`src/include/tmbc_consts.vh`:
```
// Constants for the second timer mode, gating and baud generation block
`ifndef TMBC_CONSTS_VH
`define TMBC_CONSTS_VH

// Register space address and reset value
`define TMBC_TMODE_ADDR 8'h89
`define TMBC_TMODE_RESET 8'h00
`define TMBC_RDATA_IDLE 8'h00
`define TMBC_COUNT_RESET 8'h00

// Field positions inside timer_mode_control
`define TMBC_GATE_BIT 7
`define TMBC_CSEL_BIT 6
`define TMBC_MODE_HI_BIT 5
`define TMBC_MODE_LO_BIT 4

// Mode encodings
`define TMBC_MODE_13BIT 2'h0
`define TMBC_MODE_16BIT 2'h1
`define TMBC_MODE_8RELOAD 2'h2
`define TMBC_MODE_HALT 2'h3

// Prescaler select encodings and divide ratios
`define TMBC_PSEL_DIV12 2'h0
`define TMBC_PSEL_DIV4 2'h1
`define TMBC_PSEL_DIV48 2'h2
`define TMBC_DIV12 6'h0C
`define TMBC_DIV4 6'h04
`define TMBC_DIV48 6'h30

// Counter widths and limits
`define TMBC_LOW13_MSB 4
`define TMBC_LOW13_MAX 5'h1F
`define TMBC_BYTE_MAX 8'hFF
`define TMBC_WORD_MAX 16'hFFFF

// Reference reload values for a 100.0 MHz core clock
`define TMBC_RELOAD_230400_DIRECT 8'h27
`define TMBC_RELOAD_115200_DIV4 8'h93

`endif

```
`src/core/tmbc_prescaler.v`:
```
// Core clock prescaler giving a one-cycle tick at /12, /4 or /48
`include "tmbc_consts.vh"

module tmbc_prescaler (
    input wire sys_clk_i,
    input wire arst_n_i,
    input wire [1:0] prescale_select_i,
    output wire tick_o
);

    reg [5:0] cnt_reg;
    reg [5:0] cnt_next;
    reg [5:0] div_w;

    // Encoding 11 is not defined; it falls back to /12
    always @* begin
        case (prescale_select_i)
            `TMBC_PSEL_DIV4: div_w = `TMBC_DIV4;
            `TMBC_PSEL_DIV48: div_w = `TMBC_DIV48;
            default: div_w = `TMBC_DIV12;
        endcase
    end

    assign tick_o = (cnt_reg >= (div_w - 6'h01));

    always @* begin
        if (tick_o) begin
            cnt_next = 6'h00;
        end else begin
            cnt_next = cnt_reg + 6'h01;
        end
    end

    always @(posedge sys_clk_i or negedge arst_n_i) begin
        if (!arst_n_i) begin
            cnt_reg <= 6'h00;
        end else begin
            cnt_reg <= cnt_next;
        end
    end

endmodule

```
`src/core/tmbc_timer_b.v`:
```
// Second timer: mode register, gating, clock selection, counter and baud output
//
// What this block does
// - Gate bit 0: count whenever run bit set
// - Gate bit 1: count needs run and gate pin
// - Mode field sits at bits 5 to 4
// - Mode 00 makes a 13-bit counter/timer
// - Reload 0x27 direct or 0x93 /4 baud
// - Prescaler /12, /4, /48; ignored when direct
`include "tmbc_consts.vh"

module tmbc_timer_b (
    input wire sys_clk_i,
    input wire arst_n_i,
    // Special-function register access
    input wire [7:0] sfr_addr_i,
    input wire sfr_wr_i,
    input wire sfr_rd_i,
    input wire [7:0] sfr_wdata_i,
    output wire [7:0] sfr_rdata_o,
    // Control bits held elsewhere
    input wire tmr_b_run_i,
    input wire tmr_b_direct_clock_i,
    input wire [1:0] prescale_select_i,
    // Counter load port
    input wire tmr_b_load_i,
    input wire [15:0] tmr_b_load_val_i,
    // Pins
    input wire ext_gate_input_b_i,
    input wire tmr_b_count_pin_i,
    // Status
    output wire [15:0] tmr_b_count_o,
    output wire tmr_b_overflow_o,
    output wire baud_clk_o,
    output wire [7:0] timer_mode_control_o
);

    ////////////////////////////////////////////////////////////////////////////
    // Register file

    reg [7:0] tmode_reg;
    reg [7:0] tmode_next;
    reg [7:0] rdata_reg;
    reg [7:0] rdata_next;

    // Shared by the write and read paths so both decode the same address
    function addr_hit;
        input [7:0] addr;
        begin
            addr_hit = (addr == `TMBC_TMODE_ADDR);
        end
    endfunction

    always @* begin
        tmode_next = tmode_reg;
        if (sfr_wr_i && addr_hit(sfr_addr_i)) begin
            tmode_next = sfr_wdata_i;
        end
    end

    // Other addresses read as zero so a shared read bus can OR answers
    always @* begin
        rdata_next = `TMBC_RDATA_IDLE;
        if (sfr_rd_i && addr_hit(sfr_addr_i)) begin
            rdata_next = tmode_reg;
        end
    end

    always @(posedge sys_clk_i or negedge arst_n_i) begin
        if (!arst_n_i) begin
            tmode_reg <= `TMBC_TMODE_RESET;
            rdata_reg <= `TMBC_RDATA_IDLE;
        end else begin
            tmode_reg <= tmode_next;
            rdata_reg <= rdata_next;
        end
    end

    assign sfr_rdata_o = rdata_reg;
    assign timer_mode_control_o = tmode_reg;

    wire tmr_b_gate_ctrl = tmode_reg[`TMBC_GATE_BIT];
    wire tmr_b_count_select = tmode_reg[`TMBC_CSEL_BIT];
    wire tmr_b_mode_hi = tmode_reg[`TMBC_MODE_HI_BIT];
    wire tmr_b_mode_lo = tmode_reg[`TMBC_MODE_LO_BIT];
    wire [1:0] mode_w = {tmr_b_mode_hi, tmr_b_mode_lo};

    ////////////////////////////////////////////////////////////////////////////
    // Pin synchronisers

    reg gate_meta_reg;
    reg gate_sync_reg;
    reg pin_meta_reg;
    reg pin_sync_reg;
    reg pin_prev_reg;

    // Edge history resets low: the pin settling high is never a fall
    always @(posedge sys_clk_i or negedge arst_n_i) begin
        if (!arst_n_i) begin
            gate_meta_reg <= 1'b0;
            gate_sync_reg <= 1'b0;
            pin_meta_reg <= 1'b0;
            pin_sync_reg <= 1'b0;
            pin_prev_reg <= 1'b0;
        end else begin
            gate_meta_reg <= ext_gate_input_b_i;
            gate_sync_reg <= gate_meta_reg;
            pin_meta_reg <= tmr_b_count_pin_i;
            pin_sync_reg <= pin_meta_reg;
            pin_prev_reg <= pin_sync_reg;
        end
    end

    // Edge seen on synced copies only; pin low at one sampling edge is enough
    wire pin_fall_w = pin_prev_reg & ~pin_sync_reg;

    ////////////////////////////////////////////////////////////////////////////
    // Clock selection and gating

    wire presc_tick_w;

    tmbc_prescaler u_prescaler (
        .sys_clk_i(sys_clk_i),
        .arst_n_i(arst_n_i),
        .prescale_select_i(prescale_select_i),
        .tick_o(presc_tick_w)
    );

    // Direct clock overrides whatever the prescaler is set to
    wire timer_tick_w = tmr_b_direct_clock_i ? 1'b1 : presc_tick_w;

    wire src_tick_w = tmr_b_count_select ? pin_fall_w : timer_tick_w;

    // Gate pin only matters when the gate bit is set
    wire enable_w = tmr_b_run_i & (~tmr_b_gate_ctrl | gate_sync_reg);

    wire inc_w = enable_w & src_tick_w;

    ////////////////////////////////////////////////////////////////////////////
    // Counter

    reg [7:0] low_reg;
    reg [7:0] high_reg;
    reg [7:0] low_next;
    reg [7:0] high_next;
    reg ovf_next;
    reg ovf_reg;
    reg baud_next;
    reg baud_reg;

    // Mode 0 splits the low byte: five counting bits and three kept bits
    wire [4:0] low13_w = low_reg[`TMBC_LOW13_MSB:0];
    wire [2:0] low_keep_w = low_reg[7:`TMBC_LOW13_MSB + 1];
    wire [15:0] word_w = {high_reg, low_reg};

    always @* begin
        low_next = low_reg;
        high_next = high_reg;
        ovf_next = 1'b0;
        if (tmr_b_load_i) begin
            low_next = tmr_b_load_val_i[7:0];
            high_next = tmr_b_load_val_i[15:8];
        end else if (inc_w) begin
            case (mode_w)
                `TMBC_MODE_13BIT: begin
                    if (low13_w == `TMBC_LOW13_MAX) begin
                        low_next = {low_keep_w, 5'h00};
                        high_next = high_reg + 8'h01;
                        ovf_next = (high_reg == `TMBC_BYTE_MAX);
                    end else begin
                        low_next = {low_keep_w, low13_w + 5'h01};
                    end
                end
                `TMBC_MODE_16BIT: begin
                    {high_next, low_next} = word_w + 16'h0001;
                    ovf_next = (word_w == `TMBC_WORD_MAX);
                end
                `TMBC_MODE_8RELOAD: begin
                    // Baud source: overflow rate = tick / (256 - reload)
                    if (low_reg == `TMBC_BYTE_MAX) begin
                        low_next = high_reg;
                        ovf_next = 1'b1;
                    end else begin
                        low_next = low_reg + 8'h01;
                    end
                end
                default: begin
                    // Mode 3 holds the count
                    low_next = low_reg;
                end
            endcase
        end
    end

    // Two overflows per bit period, as the serial port expects
    always @* begin
        baud_next = baud_reg;
        if (ovf_next) begin
            baud_next = ~baud_reg;
        end
    end

    always @(posedge sys_clk_i or negedge arst_n_i) begin
        if (!arst_n_i) begin
            low_reg <= `TMBC_COUNT_RESET;
            high_reg <= `TMBC_COUNT_RESET;
            ovf_reg <= 1'b0;
            baud_reg <= 1'b0;
        end else begin
            low_reg <= low_next;
            high_reg <= high_next;
            ovf_reg <= ovf_next;
            baud_reg <= baud_next;
        end
    end

    assign tmr_b_count_o = word_w;
    assign tmr_b_overflow_o = ovf_reg;
    assign baud_clk_o = baud_reg;

endmodule

```
`config.mk`:
```
export PLATFORM = sky130hd
export DESIGN_NAME = tmbc_timer_b
export DESIGN_NICKNAME = d
export VERILOG_FILES = /design/src/core/tmbc_prescaler.v /design/src/core/tmbc_timer_b.v
export VERILOG_INCLUDE_DIRS = /design/src /design/src/include
export SDC_FILE = /design/constraint.sdc
export NUM_CORES = 1
export LEC_CHECK = 0
export BUFFER_PORTS_ARGS = -buffer_cell sky130_fd_sc_hd__buf_2
export CORE_UTILIZATION = 40
export CTS_CLUSTER_SIZE = 12
export DETAILED_ROUTE_END_ITERATION = 8
export GPL_TIMING_DRIVEN = 0
export HOLD_SLACK_MARGIN = 0.15
export PLACE_DENSITY_LB_ADDON = 0.1
export REMOVE_ABC_BUFFERS = 1
export SLEW_MARGIN = 20
export SYNTH_ARGS = -nofsm -noshare
export SYNTH_HDL_FRONTEND = slang
export SYNTH_SLANG_ARGS = --single-unit
```
`constraint.sdc`:
```
create_clock -name sys_clk_i -period 2.2 [get_ports sys_clk_i]
set_input_delay 0.44 -clock sys_clk_i [delete_from_list [all_inputs] [get_ports sys_clk_i]]
set_output_delay 0.44 -clock sys_clk_i [all_outputs]
set_load 0.005 [all_outputs]
```
==> flow_summary.toml <==
[pwr]
power_mw = 2.48
power_switching_mw = 0.856
powerDensity_nw_per_um2 = 759
clkPwrFrac = 0.273
internal-power_mw = 1.63
comb_power_share = 0.284
pwr-share-seq = 0.443
vdd_ir_drop_max_uv = 521
power.leakage_nw = 1.58
sw_frac_of_total = 0.345

[layout]
multiInputGateArea_um2 = 1470
antenna_cells = 0
fin_cells = 417
final_cell_area_um2 = 3270
final_common_cell = "buf_2"
area_growth_pct = 24.4
seq_area_um2 = 1130
drive_above_1_share = 0.365
layout_common_cells = "buf_2 (75), dfrtp_1 (42), nand2_1 (21)"
layout.nets = 394
post-route-util = 0.515
nFillCells = 619

[synth]
synth-main-ff-cell = "dfrtp_1"
async_reset_ff_frac = 1.00
syn_area_per_cell_um2 = 10.1
ys_seq_elements = 45
synth-edff-count = 0
yosysWarnings = 0
synth.distinct_cells = 63
syn-cell-area_um2 = 2630
ys_seq_area_frac = 0.428
syn_inst = 260

[floorplan]
ios = 77
rows = 29
start_util = 0.414
die_w_um = 83.1
die_area_um2 = 6910
core_um2 = 6350
fp.dieH_um = 83.1

[critical_path]
cp_slowest_stage_delay_ns = 0.46
critPathRequiredTime_ns = 2.40
critPathKind = "reg2reg"
crit_path_cell_trace = "ha_4 -> and3_2 -> ha_2 -> nand2_1 -> o21ai_0 -> o211ai_2 -> buf_6 -> o21ai_0 -> o2bb2a_1"
critPathMaxFanout = 8
path_common_cell = "o21ai_0"
critPathLaunchType = "flip-flop"
path_buf_inv = 1
worst_path_max_delay_cell = "dfrtp_2"
cp-end-kind = "flip-flop"
crit_arrival_ns = 2.26
crit_family = "compound AO/OA/AOI/OAI gates"

[timing]
fmax_ghz = 0.485
tns_ns = 0
skew_ns = 0.00680
hold_violations = 0
tightest_slew_ns = 0.725
slew_headroom = 0.513
finalSetupViolCount = 0
period_share = 0.938
min_period_ns = 2.06
final_max_slew_viol_count = 0

[outcome]
status = "finished, final reports clean"

[clock_tree]
clk_latency_ns = 0.31
clk_pin_slew_worst_paths_ns = 0.10
cts_sinks = 45
cts_tree = "yes"
hold_buffers = 0
cts_htree_levels = 2
cts_root_buffer = "clkbuf_8"
clk_path_buf_depth = 2
cts_inserted_buffers = 5

[detailed_routing]
wl_per_cell_um = 15.5
firstDrtPassIters = 4
drt.antenna.violating_nets = 0
drc_errors = 0
routed-via-count = 2326
vias_per_cell = 5.58
drt_iter0_markers = 171
drt-total-wl_mm = 6.47

[place]
finalWeightedCongestion = 0.779
dp_cells = 405
portBuffers = 76
post_dp_cell_area_um2 = 3070
dp_hpwl_mm = 4.54

[global_routing]
grt_max_degree = 46
grtUsageTotal = 0.196
grt_remaining_overflow = 0
grt_pass1_vias = 2262
grt_pass1_wl_mm = 10.9
grt_antenna_before_repair = 0

[run]
cap_violations = 0

[worst_hold_path]
hp-class = "in2async"
==> worst paths after layout <==
path / cells after the start / start / slack [ns] / to
setup / recovery: 9 / low_reg[0] / 0.14 / high_reg[4]
hold / removal: 1 / arst_n_i / 0.12 / u_prescaler.cnt_reg[0]
setup reg to reg: 9 / low_reg[0] / 0.14 / high_reg[4]
hold reg to reg: 0 / gate_meta_reg / 0.36 / gate_sync_reg
max in group asynchronous: 1 / arst_n_i / 1.65 / low_reg[0]
min in group sys_clk_i: 1 / ext_gate_input_b_i / 0.23 / gate_meta_reg
==> synthesized netlist by cell type, drive strengths merged, types with 4 or more instances <==
library cell | n | area (µm²)
inv | 10 | 37.5
o31ai | 5 | 51.3
and3 | 12 | 77.6
dfrtp | 45 | 1130
a21oi | 11 | 55.1
o22ai | 4 | 25.0
nor2 | 19 | 71.3
a2bb2oi | 4 | 35.0
nand2 | 22 | 90.1
o21ai | 18 | 93.8
mux2 | 14 | 158
ha | 12 | 150
nand4 | 5 | 46.3
nor3 | 5 | 25.0
clkbuf | 4 | 15.0
nand3 | 10 | 75.1
buf | 4 | 20.0
xor2 | 4 | 35.0
==> power groups by stage <==
stage | registers [mW] | clock network (mW) | logic [mW]
after global placement | 1.11 | 0 | 0.649
after CTS | 1.10 | 0.693 | 0.670
after global routing | 1.12 | 0.727 | 0.800
after floorplan | 1.09 | 0 | 0.448
after detailed placement | 1.11 | 0 | 0.662
final | 1.10 | 0.678 | 0.706
==> what timing repair did <==
action	4_1_cts	5_1_grt
resized for setup	4	11
pin swaps	0	0
gates cloned	0	0
endpoints found under the setup margin	9	14
setup buffers	2	2
==> worst reg2reg max path: stages (launching register included) <==
cell      delay [ns]
dfrtp_2         0.46
ha_4            0.20
and3_2          0.21
ha_2            0.20
nand2_1         0.08
o21ai_0         0.10
o211ai_2        0.14
buf_6           0.17
o21ai_0         0.08
o2bb2a_1        0.31
==> metrics by stage <==
step / setup slack, ns / hold slack [ns]
CTS: 0.00845 / 0.225
floorplan: 0.0984 / 0.144
global route: -0.00196 / 0.162
finish: 0.137 / 0.125
detailed placement: -0.237 / 0.336
global placement: -0.237 / 0.333
==> cells by family (layout without fill, tap and decap cells) <==
group | after synthesis | in the layout | share of synthesized area
AND/OR/NAND/NOR | 90 | 90 | 0.197
AO/OA/AOI/OAI | 72 | 72 | 0.204
flip-flops | 45 | 45 | 0.428
buffers and inverters | 19 | 99 | 0.0290
multiplexers | 14 | 14 | 0.0599
adder cells (fa/ha/maj) | 12 | 12 | 0.0571
XOR/XNOR | 7 | 7 | 0.0233
other | 1 | 1 | 0.00143
==> area by class of cell <==
cell class | count | share of cell area
tap | 77 | 0.0294
clock buffer | 5 | 0.0210
clock inverter | 3 | 0.0153
timing repair buffer | 80 | 0.127
sequential | 45 | 0.345
inverter | 11 | 0.0126
multi-input combinational | 196 | 0.449
==> layer usage <==
metal / vias up / share of wire / track usage
met5: - / 0 / 0
met4: 0 / 0.020 / 0.0674
met1: 1109 / 0.46 / 0.268
li1: 1138 / - / -
met2: 68 / 0.46 / 0.302
met3: 11 / 0.053 / 0.0497
(Power assumes the default switching activity.)
